`config.mk`:
```
export PLATFORM = sky130hd
export DESIGN_NAME = sdli_serial_dac_load
export DESIGN_NICKNAME = d
export VERILOG_FILES = /design/src/core/sdli_pkg.sv /design/src/core/sdli_serial_dac_load.sv
export VERILOG_INCLUDE_DIRS = /design/src /design/src/core
export SDC_FILE = /design/constraint.sdc
export NUM_CORES = 1
export LEC_CHECK = 0
export BUFFER_PORTS_ARGS = -buffer_cell sky130_fd_sc_hd__buf_2
export CORE_ASPECT_RATIO = 0.5
export CORE_MARGIN = 2
export CORE_UTILIZATION = 46
export DETAILED_ROUTE_END_ITERATION = 10
export PLACE_DENSITY_LB_ADDON = 0.12
export SETUP_SLACK_MARGIN = 0.05
export SYNTH_ARGS = -nofsm -noshare
export SYNTH_HDL_FRONTEND = slang
export SYNTH_SLANG_ARGS = --single-unit
```
`constraint.sdc`:
```
create_clock -name mclk -period 1.37 [get_ports mclk]
set_clock_uncertainty 0.15 [all_clocks]
set_input_delay 0.137 -clock mclk [delete_from_list [all_inputs] [get_ports mclk]]
set_output_delay 0.137 -clock mclk [all_outputs]
set_load 0.005 [all_outputs]
```
`src/core/sdli_consts.svh`:
```
`ifndef SDLI_CONSTS_SVH
`define SDLI_CONSTS_SVH

// converter code width and clear codes
`define SDLI_CODE_W 16
`define SDLI_CODE_MSB 15
`define SDLI_MID_SCALE 16'h8000
`define SDLI_MIN_SCALE 16'h0000
// contents after srst; the part itself powers up undefined
`define SDLI_RESET_CODE 16'h0000
// synchronised pin vector layout
`define SDLI_PIN_W 6
`define SDLI_PIN_SEL 0
`define SDLI_PIN_SCK 1
`define SDLI_PIN_SDI 2
`define SDLI_PIN_LD 3
`define SDLI_PIN_CLR 4
`define SDLI_PIN_LVL 5
// pin idle levels after srst: select high, clock high, load low, clear inactive
// load must idle low here, or the edge detector sees a false load after srst
`define SDLI_PIN_IDLE 6'h13

`endif

```
`src/core/sdli_pkg.sv`:
```
`include "sdli_consts.svh"

package sdli_pkg;
  // one converter code word
  typedef logic [`SDLI_CODE_MSB:0] sdli_code_t;
  // synchronised pin vector
  typedef logic [`SDLI_PIN_W-1:0] sdli_pins_t;
endpackage

```
`src/core/sdli_serial_dac_load.sv`:
```
`include "sdli_consts.svh"
`timescale 1ns/10ps
`default_nettype none

module sdli_serial_dac_load (
  input wire logic mclk, // block clock, 40 MHz
  input wire logic srst, // synchronous reset, active high
  input wire logic select_n, // pin: select, active low
  input wire logic shift_clock, // pin: serial shift clock
  input wire logic serial_in, // pin: serial data in
  input wire logic load_strobe, // pin: load, rising edge acts
  input wire logic async_clear_n, // pin: clear, active low level
  input wire logic clear_level_select, // pin: 1 mid-scale, 0 min-scale
  output logic serial_out, // pin: serial data out
  output logic serial_out_oe, // high while serial_out is driven
  output sdli_pkg::sdli_code_t input_code, // input (shift) register
  output sdli_pkg::sdli_code_t dac_code // converter register
);

  sdli_pkg::sdli_pins_t pins_raw;
  sdli_pkg::sdli_pins_t meta_r;
  sdli_pkg::sdli_pins_t sync_r;
  logic sel_s, sck_s, sdi_s, ld_s, clr_n_s, lvl_s;
  logic sel_d_r, sck_d_r, ld_d_r;
  logic sck_rise, sel_rise, ld_rise, shift_en;
  sdli_pkg::sdli_code_t shreg_r;
  sdli_pkg::sdli_code_t dac_r;
  sdli_pkg::sdli_code_t clear_code;
  logic oe_r;

  assign pins_raw = {clear_level_select, async_clear_n, load_strobe,
                     serial_in, shift_clock, select_n};

  // two-flop synchroniser; only sync_r is read by logic
  // all six pins share the same stages, so data stays aligned with its clock
  always_ff @(posedge mclk)
  begin
    if (srst)
    begin
      meta_r <= `SDLI_PIN_IDLE;
      sync_r <= `SDLI_PIN_IDLE;
    end
    else
    begin
      meta_r <= pins_raw;
      sync_r <= meta_r;
    end
  end

  assign sel_s = sync_r[`SDLI_PIN_SEL];
  assign sck_s = sync_r[`SDLI_PIN_SCK];
  assign sdi_s = sync_r[`SDLI_PIN_SDI];
  assign ld_s = sync_r[`SDLI_PIN_LD];
  assign clr_n_s = sync_r[`SDLI_PIN_CLR];
  assign lvl_s = sync_r[`SDLI_PIN_LVL];

  // delayed copies for edge detection
  // reset values match the pin idle levels so no false edge follows srst
  always_ff @(posedge mclk)
  begin
    if (srst)
    begin
      sel_d_r <= 1'b1;
      sck_d_r <= 1'b1;
      ld_d_r <= 1'b0;
    end
    else
    begin
      sel_d_r <= sel_s;
      sck_d_r <= sck_s;
      ld_d_r <= ld_s;
    end
  end

  assign sck_rise = sck_s & ~sck_d_r;
  assign sel_rise = sel_s & ~sel_d_r;
  assign ld_rise = ld_s & ~ld_d_r;

  // shift on a rising clock while selected; a select rising with the clock low
  // still clocks the register once, as the pin logic does, so it is modelled
  // limitation: each shift_clock phase must span at least three mclk periods
  assign shift_en = (~sel_s & sck_rise)
                    | (sel_rise & ~sck_s);

  // clear code chosen live from the level select
  // the clear is sampled through the synchroniser, so it acts three mclk late
  assign clear_code = lvl_s ? `SDLI_MID_SCALE : `SDLI_MIN_SCALE;

  // shift (input) register; clear overrides all serial activity
  // input and shift register are one register here, which saves sixteen flops
  always_ff @(posedge mclk)
  begin
    if (srst)
      shreg_r <= `SDLI_RESET_CODE;
    else if (!clr_n_s)
      shreg_r <= clear_code;
    else if (shift_en)
      shreg_r <= {shreg_r[`SDLI_CODE_MSB-1:0], sdi_s};
    else
      shreg_r <= shreg_r;
  end

  // converter register: copy on load edge, clear wins
  always_ff @(posedge mclk)
  begin
    if (srst)
      dac_r <= `SDLI_RESET_CODE;
    else if (!clr_n_s)
      dac_r <= clear_code;
    else if (ld_rise)
      dac_r <= shreg_r;
  end

  // serial_out driver enable follows select
  // it lags the select pin by three mclk; the pad floats for that long
  always_ff @(posedge mclk)
  begin
    if (srst)
      oe_r <= 1'b0;
    else
      oe_r <= ~sel_s;
  end

  assign serial_out = shreg_r[`SDLI_CODE_MSB];
  assign serial_out_oe = oe_r;
  assign input_code = shreg_r;
  assign dac_code = dac_r;
endmodule

`default_nettype wire

```
# Word level (Yosys, flattened, before mapping)
# Index checks and enable logic that the tools add are counted.
[word_totals] ff_bits=48 input_bits=8 out_inout_bits=34 wordCells=26
[op_classes] eq_ne=2 mux=5 n_bitwise=11
[ops] cell="2-to-1 mux 16 bit" count=5
[ops] cell="bitwise AND 1 bit" count=5
[ops] cell="inverter 1 bit" count=5
[ops] cell="inequality test 2 x 1 -> 1 bit, second input constant" count=2
[ops] cell="OR 1 bit" count=1

# Depth between registers and ports, before layout
# Gate-level depths: netlist of run 1.
[logic_depth] ltp_word=6 mapped_depth=5 depth_no_buf=3

# Worst setup path after synthesis of run 1
# No wires, ideal clock.
[synth_path] kind="register to register" start="register sync_r[0]" end="register shreg_r[0], in the netlist input_code[0]" setup_time_ns=0.132 t_arrival_ns=1.097 required_time_ns=1.088 path_slack_ns=-0.009 stages_incl_launch_ff=6 path_buffers=2 synth_period_minus_slack_ns=1.379 path_cell_list="dfxtp_1 -> or3b_1 -> buf_2 -> buf_6 -> nand3_2 -> a21oi_1"
[synth_via] elab_chain_len=4 elab_cells_between_ends=6 classes_between="1 x eq/ne; 5 x bitwise"
[synth_rtl] element="start, declared" line="sdli_serial_dac_load.sv:22" rtl="sdli_pkg::sdli_pins_t sync_r;"
[synth_rtl] element="start signal, assigned" line="sdli_serial_dac_load.sv:41" rtl="sync_r <= `SDLI_PIN_IDLE;"
[synth_rtl] element="start signal, assigned" line="sdli_serial_dac_load.sv:46" rtl="sync_r <= meta_r;"
[synth_rtl] element="bitwise AND 1 bit or inverter 1 bit (tied branches)" line="sdli_serial_dac_load.sv:76, sdli_serial_dac_load.sv:82"
[synth_rtl] element="bitwise AND 1 bit (on tied branches)" line="sdli_serial_dac_load.sv:83, sdli_serial_dac_load.sv:82"
[synth_rtl] element="OR 1 bit (*)" line="sdli_serial_dac_load.sv:83" rtl="| (sel_rise & ~sck_s);"
[synth_rtl] element="inequality test 2 x 1 -> 1 bit (no source line) (*)"
[synth_rtl] element="end signal, assigned" line="sdli_serial_dac_load.sv:94" rtl="shreg_r <= `SDLI_RESET_CODE;"
[synth_rtl] element="end signal, assigned" line="sdli_serial_dac_load.sv:96" rtl="shreg_r <= clear_code;"
[synth_rtl] element="end signal, assigned" line="sdli_serial_dac_load.sv:98" rtl="shreg_r <= {shreg_r[`SDLI_CODE_MSB-1:0], sdi_s};"
[synth_rtl] element="end, declared" line="sdli_serial_dac_load.sv:26" rtl="sdli_pkg::sdli_code_t shreg_r;"
# Every way passes the cells marked *; elsewhere a longest branch is shown, timed or not.
# A chain may end at the register's enable or synchronous reset.

# Worst setup path after layout of run 1
[layout_path] start="register sync_r[1]" end="register shreg_r[13], in the netlist input_code[13]"
[layout_via] elab_chain_len=4 elab_cells_between_ends=6 classes_between="1 x eq/ne; 5 x bitwise"
[layout_rtl] element="bitwise AND 1 bit or inverter 1 bit (tied branches)" line="sdli_serial_dac_load.sv:75, sdli_serial_dac_load.sv:83"
[layout_rtl] element="bitwise AND 1 bit (on tied branches)" line="sdli_serial_dac_load.sv:82, sdli_serial_dac_load.sv:83"
[layout_rtl] element="OR 1 bit (*)" line="sdli_serial_dac_load.sv:83"
[layout_rtl] element="inequality test 2 x 1 -> 1 bit (no source line) (*)"
# Marked as above.

==> impl_metrics.yaml, run 1 <==
outcome:
  status: "finished clean"
clocking:
  cts_setup_buffers: 0
  cts_tree: "built"
  clk_pin_slew_ps: 80
  cts_buffer_depth: 2
  htree_levels: 2
  numCtsBuffers: 5
  root_buffer: "clkbuf_8"
  cts.sinks: 48
  clk_latency_ps: 290
drt:
  drcViolationCount: 0
  first_pass_iters: 4
  via_count: 1376
  ant_nets: 0
  wire_per_inst_um: 12.3
  drt_wl_total_mm: 3.48
  vias_per_cell: 4.86
  drtIter0Drc: 53
global_route:
  use_met3_pct: 5.46
  grt_use_met1_pct: 22.1
  grt_overflow: 0
  grt_usage_pct: 17.0
  grt_start_max_net_pins: 31
  grtUsageMet2_pct: 27.4
  grt_pass1_wl_mm: 5.53
  grt_pass1_vias: 1174
  antenna_found_initial: 0
  busiest_layer: "met2"
timing:
  slew_headroom_pct: 77.4
  rsz0062_at_grt: "true"
  final_hold_viol_count: 0
  drv_slew: 0
  fin_crit_sh_pct: 99.6
  max_freq_mhz: 733
  worstMarginPinSlew_ps: 339
  worst_slack_ps: 4.94
  post-route-min-period_ps: 1370
  setup_violations: 0
cells_and_area:
  drive_gt1_share_pct: 37.9
  layout_commonest_cell: "dfxtp_1"
  area_delta_synth_final_pct: 27.8
  final_cell_mix: "dfxtp_1 (46), buf_2 (41), nand2_1 (32)"
  nets: 240
  final_util_pct: 62.4
  insertedDiodeCount: 0
  stdcell_count: 283
logic_synthesis:
  syn_inst: 183
  yosysWarningCount: 0
  ys_seq_elements: 48
  ys_seq_area_share_pct: 56.3
  syn_nets: 191
  syn_area_mm2: 0.00171
  synth.distinct_cells: 20
  synth.avg_cell_area_um2: 9.32
place:
  dp_hpwl_mm: 2.17
  pre_cts_ws_ps: 5.54
  dp.cells: 269
  port_buffers: 41
  gp_congestion: 0.714
power_and_ir_drop:
  internal_power_mw: 1.81
  p_sw_mw: 0.488
  netSwitchingFraction_pct: 21.2
  power_density_mw_per_mm2: 1050
  ir_worst_vdd_uv: 581
  seqPwrFrac_pct: 62.1
  share_comb_of_total_power_pct: 4.3
  clockPowerShare_pct: 33.6
  leakagePower_nw: 0.851
worst_setup_path:
  cp.arrival_ps: 1390
  endpoint_kind: "flip-flop"
  criticalPathCategory: "reg2reg"
  cp.required_ps: 1390
  worst_path_largest_cell_delay_ps: 440
  slowest_stage: "or3b_4"
  cp_max_fo: 6
  start_kind: "flip-flop"
  path_cells: "or3b_4, clkbuf_16, nand3_2, a21oi_1"
  crit_family: "simple AND/OR/NAND/NOR gates"
  cp_num_buf_inv: 1
floorplan:
  die_x_um: 90.1
  die-area_mm2: 0.00424
  core_mm2: 0.00349
  dieHeight_um: 47.1
  initial_utilization_pct: 48.9
  io_pins: 42
  rows: 15
job:
  drv_cap: 0
hold_path:
  hp-class: "in2reg"
-- logic make-up (layout without fill, tap and decap cells) --
kind of cell	after synthesis	in the layout	share of synthesized area, %
and+or+nand+nor	70	70	23.6
buffers and inverters	16	65	5.36
AOI/OAI and AO/OA	49	49	14.7
DFF	48	48	56.3
-- metal layers --
| metal | wire (um) | part of all wire, % | vias up |
|---|---|---|---|
| li1 | - | - | 704 |
| met1 | 1770 | 51 | 633 |
| met2 | 1470 | 42 | 35 |
| met3 | 213 | 6.1 | 4 |
| met4 | 36 | 1.0 | 0 |
| met5 | 0 | 0 | - |
-- cell usage after synthesis (all sizes together) --
master	n	area, um^2
o21ai	16	80.1
buf	9	65.1
nor3b	2	25.0
or3b	2	17.5
nor2b	8	50.1
nand2	32	120
nor2	1	3.75
inv	1	3.75
a21oi	30	150
a31oi	2	12.5
dfxtp	48	961
nand3	16	130
or2	7	43.8
o21bai	1	7.51
nand2b	2	12.5
clkbuf	6	22.5
-- layout make-up --
| cell class | count | area (um^2) |
|---|---|---|
| Clock inverter | 1 | 5.00 |
| Inverter | 1 | 3.75 |
| Tap cell | 51 | 63.8 |
| Multi-Input combinational cell | 119 | 693 |
| Fill cell | 314 | 1310 |
| Timing Repair Buffer | 57 | 378 |
| Sequential cell | 48 | 963 |
| Clock buffer | 6 | 72.6 |
-- worst paths after layout --
path | from | endpoint | slack, ps | cells past startpoint
max | sync_r[1] | input_code[13] | 5 | 4
min | srst | meta_r[3] | 20 | 2
max reg2reg | sync_r[1] | input_code[13] | 5 | 4
min reg2reg | meta_r[1] | sync_r[1] | 260 | 1
-- what timing repair did --
item                       4_1_cts  5_1_grt
pin swaps                        0        1
setup endpoints to repair       12       16
resized for setup                5       10
hold buffers                     6        0
hold endpoints to repair         6        0
gates cloned                     0        1
-- flip-flops by register name, summed over array words and instances, names as in the netlist --
| register | flops |
|---|---|
| sel_d_r | 1 |
| meta_r | 6 |
| input_code | 16 |
| sck_d_r | 1 |
| ld_d_r | 1 |
| sync_r | 6 |
| serial_out_oe | 1 |
| dac_code | 16 |
-- metrics by stage --
step / power [mW] / TNS, ps / cell area (um^2) / hold slack [ps]
final: 2.30 / 0 / 2180 / 21.2
after global placement: 1.54 / 0 / 1960 / 169
after global routing: 2.39 / -312 / 2180 / 44.4
after detailed placement: 1.54 / 0 / 1960 / 171
after CTS: 2.31 / 0 / 2110 / 23.2
after floorplan: 1.51 / 0 / 1730 / 58.6
-- power by group through the flow --
stage	Clock, mW	Combinational (mW)	Sequential (mW)
4_1_cts	0.789	0.0966	1.43
2_1_floorplan	0	0.0552	1.46
3_3_place_gp	0	0.0816	1.46
5_1_grt	0.847	0.110	1.43
6_report	0.773	0.0984	1.43
3_5_place_dp	0	0.0829	1.46
(Power assumes the default switching activity.)
==> inputs of run 2 (changes only) <==
- CELL_PAD_IN_SITES_DETAIL_PLACEMENT: not set -> 0
- CELL_PAD_IN_SITES_GLOBAL_PLACEMENT: not set -> 1
- CORE_UTILIZATION: 46 -> 35
==> impl_metrics.yaml, run 2 (synthesized netlist as in run 1, its figures left out) <==
outcome:
  status: "finished clean"
cells_and_area:
  final_cell_mix: "dfxtp_1 (46), buf_2 (41), nand2_1 (32)"
  insertedDiodeCount: 0
  layout_commonest_cell: "dfxtp_1"
  register_area_um2: 966
  area_delta_synth_final_pct: 28.8
  multiInputGateArea_um2: 656
  drive_gt1_share_pct: 34.2
  stdcell_count: 303
  num-fill-cells: 475
  nets: 244
worst_setup_path:
  r2r-start: "sync_r[1]"
  endpoint_kind: "flip-flop"
  cp.arrival_ps: 1380
  start_kind: "flip-flop"
  r2r_end: "input_code[8]"
  criticalPathCategory: "reg2reg"
  cp.required_ps: 1390
  r2r_setup_slack_ps: 20
  cp_max_fo: 13
  r2r_cells: 4
job:
  drv_cap: 0
clocking:
  cts_buffer_depth: 2
  cts_tree: "built"
  cts_setup_buffers: 0
  cts.sinks: 48
  clk_pin_slew_ps: 80
  htree_levels: 2
  root_buffer: "clkbuf_8"
  clk_latency_ps: 300
  numCtsBuffers: 5
power_and_ir_drop:
  ir_worst_vdd_uv: 460
  power_density_mw_per_mm2: 1080
  fin_total_pwr_mw: 2.38
  leakagePower_nw: 0.865
place:
  dp.cells: 287
  port_buffers: 41
  dp_hpwl_mm: 2.35
  pre_cts_ws_ps: 6.98
  gp_congestion: 0.731
floorplan:
  dieHeight_um: 53.4
  die-area_mm2: 0.00548
  die_x_um: 103
  initial_utilization_pct: 37.6
  io_pins: 42
  core_mm2: 0.00453
  rows: 17
timing:
  slew_headroom_pct: 78.3
  worst_hold_slack_ps: 48.6
  worst_slack_ps: 17.7
  fin_crit_sh_pct: 98.7
  setup_violations: 0
  worstMarginPinSlew_ps: 326
  final_hold_viol_count: 0
  drv_slew: 0
  post-route-min-period_ps: 1350
  rsz0062_at_grt: "true"
  max_freq_mhz: 739
drt:
  drcViolationCount: 0
  ant_nets: 0
  vias_per_cell: 4.52
  drtIter0Drc: 35
  via_count: 1371
  first_pass_iters: 4
  wire_per_inst_um: 11.9
  drt_wl_total_mm: 3.59
global_route:
  grt_pass1_wl_mm: 5.78
  grt_overflow: 0
  antenna_found_initial: 0
  grt_start_max_net_pins: 31
  grt_pass1_vias: 1215
  grt_usage_pct: 14.3
hold_path:
  hold_end: "input_code[15]"
  worst_hold_startpoint: "srst"
  min_path_cells: 3
  hp-class: "in2reg"
-- run 2: worst max-delay path by stage --
| stage | startpoint | to | slack [ps] | depth (start not counted) |
|---|---|---|---|---|
| final | sync_r[1] | input_code[8] | 20 | 4 |
| after global routing | sync_r[0] | input_code[6] | -30 | 4 |
| after CTS | sync_r[0] | input_code[8] | 30 | 4 |
| after detailed placement | sync_r[1] | input_code[8] | 7 | 4 |
| after global placement | sync_r[0] | input_code[15] | 30 | 4 |
| after floorplan | sync_r[1] | input_code[11] | 30 | 5 |
-- run 2: area by class of cell --
class / count / share of cell area [%]
Multi-Input combinational cell: 119 / 29.8
Sequential cell: 48 / 44.0
Tap cell: 66 / 3.76
Clock buffer: 8 / 4.10
Timing Repair Buffer: 61 / 18.2
Inverter: 1 / 0.171
-- run 2: timing repair --
action	4_1_cts	5_1_grt
endpoints found under the setup margin	16	16
hold endpoints to repair	10	0
hold buffers	8	0
resized for setup	3	5
-- run 2: worst max-delay path, cell delays in order, from the launching register on --
cell	delay [ps]
dfxtp_2	360
or3b_4	410
buf_12	160
nand3_1	90
a21oi_1	60
-- run 2: through the flow --
step / setup TNS [ps] / instance area [um^2] / utilization [%]
after global routing: -147 / 2200 / 48.5
after CTS: 0 / 2180 / 48.1
after detailed placement: 0 / 2000 / 44.1
final: 0 / 2200 / 48.5
after global placement: 0 / 2000 / 44.1
after floorplan: 0 / 1730 / -
-- run 2: routing by layer --
layer	routed length [um]	track usage (%)	up-vias
li1	-	-	720
met1	1810	18.6	610
met2	1490	21.4	34
met3	235	4.76	7
met4	55	6.67	0
met5	0	0	-
-- run 2: report_power, final --
part	switching [mW]	total, mW	internal, mW	leakage, nW
logic	0.0537	0.107	0.0529	0.430
registers	0.0103	1.43	1.42	0.390
clock network	0.438	0.850	0.412	0.0455
total	0.502	2.38	1.88	0.865
